==> config.mk <==
export PLATFORM = sky130hd
export DESIGN_NAME = mctp_timer_pwm
export DESIGN_NICKNAME = d
export VERILOG_FILES = /design/src/include/mctp_pkg.sv /design/src/include/mctp_cap_if.sv /design/src/hw/mctp_capture.sv /design/src/hw/mctp_timer_pwm.sv
export VERILOG_INCLUDE_DIRS = /design/src /design/src/include
export SDC_FILE = /design/constraint.sdc
export NUM_CORES = 2
export LEC_CHECK = 0
export BUFFER_PORTS_ARGS = -buffer_cell sky130_fd_sc_hd__buf_2
export CAP_MARGIN = 5
export CORE_ASPECT_RATIO = 0.9
export CORE_MARGIN = 3
export CORE_UTILIZATION = 50
export CTS_CLUSTER_SIZE = 30
export DETAILED_ROUTE_END_ITERATION = 10
export PLACE_DENSITY = 0.7
export SYNTH_ARGS = -nofsm -noshare
export SYNTH_HDL_FRONTEND = slang
export SYNTH_SLANG_ARGS = --single-unit
==> constraint.sdc <==
create_clock -name ref_clk -period 3.7 [get_ports ref_clk]
set_clock_uncertainty 0.15 [all_clocks]
set_input_delay 1.11 -clock ref_clk [delete_from_list [all_inputs] [get_ports ref_clk]]
set_output_delay 1.11 -clock ref_clk [all_outputs]
set_load 0.005 [all_outputs]
==> src/include/mctp_map.svh <==
// constants of the match/capture timer with pwm: widths, codes, resets
`ifndef MCTP_MAP_SVH
`define MCTP_MAP_SVH

`define MCTP_CNT_W 32
`define MCTP_NUM_MATCH 7
`define MCTP_NUM_CAP 4
`define MCTP_NUM_EXT 4
`define MCTP_NUM_FLAG 11
`define MCTP_CNT_ZERO 32'h0
`define MCTP_CNT_ONE 32'h1

// external match output action codes
`define MCTP_EM_NONE 2'h0
`define MCTP_EM_LOW 2'h1
`define MCTP_EM_HIGH 2'h2
`define MCTP_EM_TOGGLE 2'h3

// count source codes
`define MCTP_CM_TIMER 2'h0
`define MCTP_CM_RISE 2'h1
`define MCTP_CM_FALL 2'h2
`define MCTP_CM_BOTH 2'h3

`define MCTP_CAP_NONE 4'h0
`define MCTP_CAP_ONE 4'h1

`endif

==> src/include/mctp_pkg.sv <==
// types of the match/capture timer with pwm
package mctp_pkg;
`include "mctp_map.svh"

   // whole state of the timer core
   typedef struct packed {
      logic [`MCTP_CNT_W-1:0] count; // timer counter
      logic [`MCTP_CNT_W-1:0] pre; // prescale counter
      logic stopped; // halted by a stop match
      logic [`MCTP_NUM_MATCH-1:0][`MCTP_CNT_W-1:0] match; // active values
      logic [`MCTP_NUM_MATCH-1:0][`MCTP_CNT_W-1:0] shadow; // written values
      logic [`MCTP_NUM_MATCH-1:0] pend; // released, awaiting cycle end
      logic [`MCTP_NUM_EXT-1:0] ext; // external match outputs
      logic [`MCTP_NUM_MATCH-1:1] pwm; // pwm output levels
      logic [`MCTP_NUM_FLAG-1:0] flags; // sticky event flags
   } mctp_state_type;

   // whole state of the capture unit
   typedef struct packed {
      logic primed; // one sample taken since reset
      logic [`MCTP_NUM_CAP-1:0] prev; // previous input sample
      logic [`MCTP_NUM_CAP-1:0][`MCTP_CNT_W-1:0] value; // captured counts
   } mctp_cap_state_type;

endpackage

==> src/include/mctp_cap_if.sv <==
// link between timer core and capture unit
`include "mctp_map.svh"
interface mctp_cap_if;
   import mctp_pkg::*;
   logic [`MCTP_CNT_W-1:0] count; // live counter value
   logic [`MCTP_NUM_CAP-1:0] rise_en; // capture on rising edge
   logic [`MCTP_NUM_CAP-1:0] fall_en; // capture on falling edge
   logic [`MCTP_NUM_CAP-1:0] edge_rise; // rising edge seen
   logic [`MCTP_NUM_CAP-1:0] edge_fall; // falling edge seen
   logic [`MCTP_NUM_CAP-1:0] event_hit; // capture taken this cycle
   logic [`MCTP_NUM_CAP-1:0][`MCTP_CNT_W-1:0] value; // capture registers

   modport core (output count, output rise_en, output fall_en,
      input edge_rise, input edge_fall, input event_hit, input value);
   modport capture (input count, input rise_en, input fall_en,
      output edge_rise, output edge_fall, output event_hit, output value);
endinterface

==> src/hw/mctp_capture.sv <==
// capture unit: edge detection and capture registers per channel
`include "mctp_map.svh"
module mctp_capture
   import mctp_pkg::*;
(
   input wire logic ref_clk, // clock
   input wire logic rst_n, // sync reset
   input wire logic [`MCTP_NUM_CAP-1:0] capture_input, // capture pins
   mctp_cap_if.capture cap // link to timer core
);

   mctp_cap_state_type st; // current state
   mctp_cap_state_type next_st; // next state
   wire [`MCTP_NUM_CAP-1:0] rise_w; // per channel rising edge
   wire [`MCTP_NUM_CAP-1:0] fall_w; // per channel falling edge
   wire [`MCTP_NUM_CAP-1:0] hit_w; // per channel capture event

   //////////////////////////////////////////////////////////////////////
   // per channel edge and event decode
   genvar ch;
   generate
      for (ch = 0; ch < `MCTP_NUM_CAP; ch++) begin : g_ch
         assign rise_w[ch] = st.primed & ~st.prev[ch] & capture_input[ch];
         assign fall_w[ch] = st.primed & st.prev[ch] & ~capture_input[ch];
         assign hit_w[ch] = (rise_w[ch] & cap.rise_en[ch]) |
            (fall_w[ch] & cap.fall_en[ch]);
      end
   endgenerate

   assign cap.edge_rise = rise_w;
   assign cap.edge_fall = fall_w;
   assign cap.event_hit = hit_w;
   assign cap.value = st.value;

   //////////////////////////////////////////////////////////////////////
   // next state: sample pins, copy counter on events
   always_comb begin
      next_st = st;
      next_st.primed = 1'b1;
      next_st.prev = capture_input;
      for (int i = 0; i < `MCTP_NUM_CAP; i++) begin
         if (hit_w[i]) begin
            next_st.value[i] = cap.count;
         end
      end
   end

   // state register
   always_ff @(posedge ref_clk) begin
      if (!rst_n) begin
         st.primed <= 1'b0; // first sample after reset is no edge
         st.prev <= `MCTP_CAP_NONE;
         st.value <= '0;
      end else begin
         st <= next_st;
      end
   end
endmodule

==> src/hw/mctp_timer_pwm.sv <==
// timer/counter with prescaler, match actions, capture and pwm outputs
`include "mctp_map.svh"
module mctp_timer_pwm
   import mctp_pkg::*;
(
   input wire logic ref_clk, // clock, 25 MHz
   input wire logic rst_n, // sync reset
   input wire logic cnt_en, // counter enable
   input wire logic cnt_clear, // hold counters at zero
   input wire logic [`MCTP_CNT_W-1:0] pre_limit, // prescale terminal value
   input wire logic [1:0] count_mode, // count source code
   input wire logic [1:0] count_sel, // capture input used as clock
   input wire logic [`MCTP_NUM_CAP-1:0] capture_input, // capture pins
   input wire logic [`MCTP_NUM_CAP-1:0] cap_rise_en, // capture on rise
   input wire logic [`MCTP_NUM_CAP-1:0] cap_fall_en, // capture on fall
   input wire logic [`MCTP_NUM_MATCH-1:0] match_wr, // match write strobes
   input wire logic [`MCTP_CNT_W-1:0] match_wdata, // match write value
   input wire logic [`MCTP_NUM_MATCH-1:0] match_release, // release strobes
   input wire logic [`MCTP_NUM_MATCH-1:0] match_reset_en, // reset on match
   input wire logic [`MCTP_NUM_MATCH-1:0] match_stop_en, // stop on match
   input wire logic [2*`MCTP_NUM_EXT-1:0] ext_match_cfg, // 2 bits per output
   input wire logic pwm_mode, // pwm mode on
   input wire logic [`MCTP_NUM_MATCH-1:2] pwm_dbl_sel, // double edge select
   input wire logic [`MCTP_NUM_MATCH-1:1] pwm_out_en, // pwm output enables
   input wire logic [`MCTP_NUM_FLAG-1:0] irq_enable, // flag enables
   input wire logic [`MCTP_NUM_FLAG-1:0] irq_clear, // flag clear strobes
   output logic [`MCTP_CNT_W-1:0] count, // counter value
   output logic [`MCTP_NUM_CAP-1:0][`MCTP_CNT_W-1:0] capture_value, // caps
   output logic [`MCTP_NUM_EXT-1:0] ext_match, // external match outputs
   output logic [`MCTP_NUM_MATCH-1:1] pwm_out, // pwm outputs
   output logic [`MCTP_NUM_FLAG-1:0] irq_flags, // sticky flags
   output logic irq // interrupt request
);

   mctp_state_type st; // current state
   mctp_state_type next_st; // next state
   mctp_cap_if cap_bus(); // capture link
   logic run; // counting allowed
   logic src; // raw count source event
   logic src_evt; // gated count source event
   logic tick; // prescaler terminal, counter steps
   logic [`MCTP_NUM_MATCH-1:0] hit; // match events this tick
   logic rst_hit; // some match resets the counter
   logic stop_hit; // some match stops the counter
   logic [`MCTP_NUM_CAP-1:0] clk_mask; // input serving as count clock
   logic [`MCTP_NUM_MATCH-1:1] dbl_sel; // double edge select, ch1 single

   // channel 1 has no lower match to rise on, so it is always single edge
   assign dbl_sel = {pwm_dbl_sel, 1'b0};

   //////////////////////////////////////////////////////////////////////
   // capture unit
   mctp_capture u_capture (
      .ref_clk(ref_clk),
      .rst_n(rst_n),
      .capture_input(capture_input),
      .cap(cap_bus.capture)
   );

   // clock input does not capture, the others keep working
   always_comb begin
      clk_mask = `MCTP_CAP_NONE;
      if (count_mode != `MCTP_CM_TIMER) begin
         clk_mask = `MCTP_CAP_ONE << count_sel;
      end
   end

   assign cap_bus.count = st.count;
   assign cap_bus.rise_en = cap_rise_en & ~clk_mask;
   assign cap_bus.fall_en = cap_fall_en & ~clk_mask;

   //////////////////////////////////////////////////////////////////////
   // count source and match decode
   always_comb begin
      run = cnt_en && !st.stopped && !cnt_clear;
      // pins are sampled each clock, so an external clock counts only
      // while its levels each last at least one sample
      unique case (count_mode)
         `MCTP_CM_TIMER: src = 1'b1;
         `MCTP_CM_RISE: src = cap_bus.edge_rise[count_sel];
         `MCTP_CM_FALL: src = cap_bus.edge_fall[count_sel];
         `MCTP_CM_BOTH: src = cap_bus.edge_rise[count_sel] |
            cap_bus.edge_fall[count_sel];
      endcase
      src_evt = run && src;
      tick = src_evt && (st.pre == pre_limit);
      for (int i = 0; i < `MCTP_NUM_MATCH; i++) begin
         hit[i] = tick && (st.count == st.match[i]);
      end
      // cycle match always ends the period in pwm mode
      rst_hit = (|(hit & match_reset_en)) || (pwm_mode && hit[0]);
      stop_hit = |(hit & match_stop_en);
   end

   //////////////////////////////////////////////////////////////////////
   // next state
   always_comb begin
      next_st = st;
      // prescaler
      if (cnt_clear) begin
         next_st.pre = `MCTP_CNT_ZERO;
      end else if (src_evt) begin
         next_st.pre = tick ? `MCTP_CNT_ZERO : st.pre + `MCTP_CNT_ONE;
      end
      // counter
      if (cnt_clear) begin
         next_st.count = `MCTP_CNT_ZERO;
      end else if (tick) begin
         // any whole number of ticks sets the period
         next_st.count = rst_hit ? `MCTP_CNT_ZERO
            : st.count + `MCTP_CNT_ONE;
      end
      // stop latch, cleared by dropping the enable
      if (!cnt_en) begin
         next_st.stopped = 1'b0;
      end else if (stop_hit) begin
         next_st.stopped = 1'b1;
      end
      // released shadows become active at the cycle end
      if (pwm_mode && hit[0]) begin
         for (int i = 0; i < `MCTP_NUM_MATCH; i++) begin
            if (st.pend[i]) begin
               next_st.match[i] = st.shadow[i];
            end
         end
         next_st.pend = '0;
      end
      // writes: direct as a timer, shadowed in pwm mode
      for (int i = 0; i < `MCTP_NUM_MATCH; i++) begin
         if (match_wr[i]) begin
            next_st.shadow[i] = match_wdata;
            if (!pwm_mode) begin
               next_st.match[i] = match_wdata;
            end
         end
         if (match_release[i]) begin
            next_st.pend[i] = 1'b1;
         end
      end
      // external match outputs
      for (int j = 0; j < `MCTP_NUM_EXT; j++) begin
         if (hit[j]) begin
            unique case (ext_match_cfg[2*j +: 2])
               `MCTP_EM_NONE: next_st.ext[j] = st.ext[j];
               `MCTP_EM_LOW: next_st.ext[j] = 1'b0;
               `MCTP_EM_HIGH: next_st.ext[j] = 1'b1;
               `MCTP_EM_TOGGLE: next_st.ext[j] = ~st.ext[j];
            endcase
         end
      end
      // pwm outputs; a fall on the same tick as the rise wins
      for (int n = 1; n < `MCTP_NUM_MATCH; n++) begin
         if (!pwm_mode) begin
            next_st.pwm[n] = 1'b0;
         end else if (hit[n]) begin
            next_st.pwm[n] = 1'b0;
         end else if (dbl_sel[n]) begin
            if (hit[n-1]) begin
               next_st.pwm[n] = 1'b1;
            end
         end else if (hit[0]) begin
            next_st.pwm[n] = 1'b1;
         end
      end
      // sticky flags: a new event wins over a clear
      next_st.flags = (st.flags & ~irq_clear) |
         {cap_bus.event_hit, hit};
   end

   //////////////////////////////////////////////////////////////////////
   // state register
   always_ff @(posedge ref_clk) begin
      if (!rst_n) begin
         st <= '0;
      end else begin
         st <= next_st;
      end
   end

   //////////////////////////////////////////////////////////////////////
   // outputs
   assign count = st.count;
   assign capture_value = cap_bus.value;
   assign ext_match = st.ext;
   assign pwm_out = st.pwm & pwm_out_en;
   assign irq_flags = st.flags;
   assign irq = |(st.flags & irq_enable);
endmodule

Word level (Yosys, flattened, before mapping)
Cells that the tools add are included.

operators by class
  add/subtract/negate cells = 2
  multipliers = 0
  divide/modulo/power cells = 0
  order comparisons = 1
  equal/unequal tests = 28
  shifts and indexed selects = 1
  muxes and demuxes = 58
  bitwise gates (word level) = 57
  reductions and logical operators = 53

operators with widths
  cell                                                                     number
  32-bit two-way mux                                                       27
  32-bit equality test                                                     8
  224-bit two-way mux                                                      1
  133-bit two-way mux                                                      1
  32-bit by 1-bit adder with 32-bit output, second input constant          2
  2-bit nonzero test                                                       13
  1-bit AND                                                                24
  11-bit AND                                                               2
  2-bit equality test, second input constant                               10
  1-bit two-way mux                                                        20
  2-bit AND reduction                                                      10
  1-bit NOT                                                                18
  3-bit OR reduction                                                       6
  7-bit AND                                                                2
  7-bit OR reduction                                                       2
  1-bit logical AND                                                        12
  1-bit case mux with 3 select lines                                       4
  11-bit NOT                                                               1
  11-bit bitwise OR                                                        1
  11-bit OR reduction                                                      1
  2-bit by 1-bit equality test with 1-bit output, second input constant    5
  2-bit logical NOT                                                        5
  2-bit by 1-bit inequality test with 1-bit output, second input constant  5
  4-bit AND                                                                2
  other kinds (12)                                                         18

storage, ports and cells
  register bits = 674
  bits in latches = 0
  bits in writable memories = 0
  bits in read-only memories = 0
  bits of input ports = 154
  output and inout port bits = 182
  memories = 0

Depth between registers and ports, before layout
  depth after elaboration = 14
  mapped depth = 11
  depth with buffers taken out = 7

Modules after synthesis
Synthesis repeated with hierarchy kept, for this count alone.

unflattened totals
  cells, all modules = 3293
  area total of the unflattened synthesis = 31734.2 um^2

modules (own cells, without submodules)
  module          times used  cells an instance  area each (um^2)  sequential area each (um^2)
  mctp_timer_pwm  1           2687               25773.5           10830.4
  mctp_capture    1           606                5960.7            2662.6

Least setup slack after synthesis
No wires, ideal clock.

  path kind = input port to flip-flop
  start = input port count_sel[1]
  end = register st[254] (netlist bit)
  library setup time = 141 ps
  data arrival time = 2940 ps
  required time = 3409 ps
  setup slack = 469 ps
  stages = 9
  cell sequence = buf_2 -> mux4_2 -> a22oi_2 -> a211oi_2 -> buf_4 -> nand4_2 -> buf_4 -> mux2i_1 -> a22oi_1

on the way
  cells in the longest elaborated chain, start to end = 11

RTL lines
  item                                                                 line                   RTL
  from (decl)                                                          mctp_timer_pwm.sv:12   input wire logic [1:0] count_sel,
  1-bit binary-select mux with 2-bit select, on equally long branches  --
  1-bit two-way mux, on equally long branches                          --
  1-bit bitwise OR                                                     mctp_timer_pwm.sv:82   `MCTP_CM_BOTH: src = cap_bus.edge_rise[count_sel] |
  1-bit case mux with 4 select lines *                                 mctp_timer_pwm.sv:78   unique case (count_mode)
  1-bit logical AND *                                                  mctp_timer_pwm.sv:85   src_evt = run && src;
  1-bit logical AND *                                                  mctp_timer_pwm.sv:86   tick = src_evt && (st.pre == pre_limit);
  1-bit logical AND *                                                  mctp_timer_pwm.sv:88   hit[i] = tick && (st.count == st.match[i]);
  1-bit logical AND *                                                  mctp_timer_pwm.sv:120  if (pwm_mode && hit[0]) begin
  224-bit two-way mux *                                                mctp_timer_pwm.sv:120
  32-bit two-way mux                                                   mctp_timer_pwm.sv:132  if (!pwm_mode) begin
  32-bit two-way mux *                                                 mctp_timer_pwm.sv:130  if (match_wr[i]) begin
  to (signal assigned)                                                 mctp_timer_pwm.sv:176  st <= next_st;
  to (decl)                                                            mctp_timer_pwm.sv:35   mctp_state_type st;

Mark *: on every way between the ends. The rest lies on a longest branch, timed or not. The select of a mux whose other input is x is not followed.
A chain may end at the register's enable or synchronous reset.

Worst setup path in the final report
  start = register st (netlist bit count[5])
  end = register st (netlist bit count[20])

on the way
  cells in the longest elaborated chain, start to end = 6

RTL lines
  item
  branches (longest 5 deep; another with 32-bit by 1-bit adder with 32-bit output)
  32-bit two-way mux (no source line) *

Mark *: on every way between the ends.

==> impl_metrics.tcl <==
set metrics [dict create \
    worst_ir_drop_vdd_mv 0.321 \
    route.detailed.vias_per_inst 5.85 \
    cpMostUsedCell "buf_4" \
    area.growth.synth_to_final_pct 12.7 \
    synth_top_cells_by_area "dfxtp_1, xor2_1, mux2i_1" \
    ioPinCount 336 \
    final.setup.worst_slack_ns 0.388 \
    synth.distinct_cells 50 \
    post_cts_setup_buffer_count 0 \
    insertion_delay_ns 0.61 \
    worstSetupStartpointType "flip-flop" \
    fin_tns_setup_ns 0 \
    drt_first_pass_iters 9 \
    portion_of_the_clock_cycle_consumed_by_the_worst_path_in_the_final_layout_pct 89.5 \
    final_antenna_net_count 0 \
    cts_tree "built" \
    crit_fanout 8 \
    hp-class "reg2reg" \
    timing.slew.headroom_pct 44.3 \
    ctsHtreeMaxLevel 3 \
    dp_hpwl_mm 65.9 \
    worst-endpoint-required_ns 4.03 \
    synth_top_cell_by_area "dfxtp_1" \
    clkTransAtPathRegs_ns 0.07 \
    min-delay-start "u_capture.cap.value[83]" \
    worst_r2r_startpoint "count[5]" \
    critPathCaptureType "flip-flop" \
    power-per-cell-area_nw_per_um2 487 \
    crit_arrival_ns 3.64 \
    initial_util_pct 50.7 \
    dominantRegCellSynth "dfxtp_1" \
    place_congestion 0.899 \
    cts_buffers 68 \
    finalMaxSlewViolations 0 \
    ys_warn_count 0 \
    worst-r2r-cell-count 11 \
    core_area_sq_um 58600 \
    synthesis.area_per_instance_sq_um 8.76 \
    critical_path_slowest_stage_cell "dfxtp_1" \
    count_of_standard_cell_rows 84 \
    seq_area_frac_synth_pct 45.4 \
    timing.final.hold_violations 0 \
    hold-path-cell-count 2 \
    yosysMostFrequentCell "dfxtp_1" \
    wirelength_mm 100 \
    crit_path_max_incr_delay_ns 0.86 \
    crit_path_kind "reg2reg" \
    die_area_sq_um 62400 \
    status "finished clean" \
    worstMarginPinSlew_ns 0.834 \
    clock_tree.root_cell "clkbuf_16" \
    violation_count_after_the_first_detailed_routing_iteration 3367 \
    fraction_of_final_layout_cells_sized_beyond_drive_strength_1_pct 17.0 \
    holdBufCountCts 0 \
    synth-edff-count 0 \
    synthesized_area_sq_um 29700 \
    numClockSinks 674 \
    pre_cts_slack_ns 0.0883 \
    grt_first_pass_wirelength_mm 146 \
    static-leakage-power_nw 16.2 \
    asyncSetResetFlopFracSynth_pct 0 \
    whs_ns 0.301 \
    finalCriticalPeriod_ns 3.31 \
    syn-instance-count 3391 \
    grt-ovfl-total 0 \
    cts.repair.resized 0 \
    buffer_ports.inserted 335 \
    holdPathEnd "u_capture.cap.value[83]" \
    netlist.area_leader.share_pct 45.4 \
    cp_cell_sequence "buf_4 > xor2_1 > nor4_1 > nand2_1 > nor4_1 > nor4_1 > buf_4 > a21boi_2 > buf_4 > buf_4 > nor3_1" \
    max_cap_viols 0 \
    finish.net_count 3652 \
    rr_endpoint "count[20]" \
    via_count 25300 \
    grt_pass1_vias 22900 \
    grt_use_total_pct 30.4 \
    ys_ff_latch 674 \
    detail_route.drc_violations 0 \
    dieWidth_microns 263 \
    max_clock_freq_mhz 302 \
    syn-num-nets 3547 \
    rsz0062_at_grt "no" \
    clock_tree.buffer_depth 3 \
    maximum_number_of_pins_on_one_net_before_global_route_repair 67 \
    ys_top_cells_by_count "dfxtp_1, nor2_1, nand2_1" \
    antenna_found_initial 17 \
    setup.reg_to_reg.worst_slack_ns 0.39 \
    final_setup_violations 0 \
    die_height_microns 237 \
    post_drt_wl_per_cell_microns 23.1 \
]
layer usage:
metal / global-route usage [%] / routed length [microns] / vias up
met5: 0 / 9 / -
met1: 41.9 / 40600 / 12200
met2: 47.4 / 45100 / 1314
met4: 11.9 / 4130 / 2
li1: - / - / 11600
met3: 5.72 / 10300 / 233
flip-flops by register name (all words and copies together), names as in the netlist:
signal               count
u_capture.cap.value    128
u_capture.st             5
st                     494
count                   32
irq_flags               11
ext_match                4
stage by stage:
step | power [W] | instance area [sq um] | instances | util (%)
4_1_cts | 0.0163 | 33500 | 4319 | 57.1
3_3_place_gp | 0.00944 | 31300 | 4200 | 53.3
2_1_floorplan | 0.00895 | 29700 | 3391 | -
6_report | 0.0163 | 33500 | 4323 | 57.1
3_5_place_dp | 0.00947 | 31300 | 4200 | 53.3
5_1_grt | 0.0168 | 33500 | 4321 | 57.1
cell type report:
type,instances,area (sq um)
fillers,5228,25200
multi-input cells,2254,13700
flip-flops and latches,674,13500
repair buffers,478,2990
clock buffers,105,2080
well taps,774,968
clock inverters,14,133
inverters,20,77.6
diodes,4,10.0
cell usage in the layout, fill, tap and decap left out, types with 9 or more instances in the layout:
| cell | count |
|---|---|
| dfxtp_1 | 674 |
| nor2_1 | 495 |
| buf_2 | 334 |
| nand2_1 | 297 |
| xor2_1 | 264 |
| o21ai_0 | 232 |
| mux2i_1 | 226 |
| a22oi_1 | 224 |
| a21oi_1 | 146 |
| buf_4 | 124 |
| clkbuf_16 | 71 |
| nor4_1 | 64 |
| xnor2_1 | 48 |
| nor3_1 | 45 |
| nand4_1 | 43 |
| nand3_1 | 28 |
| and2_1 | 23 |
| inv_1 | 19 |
| buf_12 | 19 |
| clkbuf_8 | 18 |
| nand2b_1 | 17 |
| clkbuf_1 | 16 |
| and3_1 | 15 |
| a22o_1 | 9 |
worst max-delay path: cells and delay by family, from the launching register on:
family / cells / cell delay [ns]
xor gates and xnor gates: 1 / 0.08
and+or+nand+nor: 5 / 1.13
DFF: 1 / 0.86
buffers and inverters: 4 / 0.82
AOI/OAI and AO/OA: 1 / 0.14
report_power, final:
| part | internal [W] | total [W] | switching [W] |
|---|---|---|---|
| Combinational | 0.000554 | 0.00143 | 0.000874 |
| Clock | 0.00402 | 0.00693 | 0.00291 |
| Sequential | 0.00767 | 0.00794 | 0.000267 |
| Total | 0.0122 | 0.0163 | 0.00406 |
worst max path at each step:
| stage | startpoint | slack [ns] | cells past startpoint | to |
|---|---|---|---|---|
| 4_1_cts | count[19] | 0.44 | 4 | count[19] |
| 6_report | count[5] | 0.39 | 11 | count[20] |
| 3_5_place_dp | pre_limit[18] | 0.09 | 10 | st[439] |
| 2_1_floorplan | count_sel[1] | 0.47 | 9 | st[254] |
| 5_1_grt | count[1] | 0.35 | 11 | count[2] |
| 3_3_place_gp | pre_limit[21] | 0.13 | 10 | st[349] |
cells by family after synthesis:
logic type               count (synthesis)  share of synthesized area [%]
AND/OR/NAND/NOR                       1056                           15.4
flip-flops                             674                           45.4
AO/OA/AOI/OAI                          654                           13.6
buffers and inverters                  463                           8.50
XOR/XNOR                               312                           9.20
multiplexers                           230                           7.84
adder cells (fa/ha/maj)                  2                         0.0842
No activity file was read; power rests on OpenSTA's default activity.
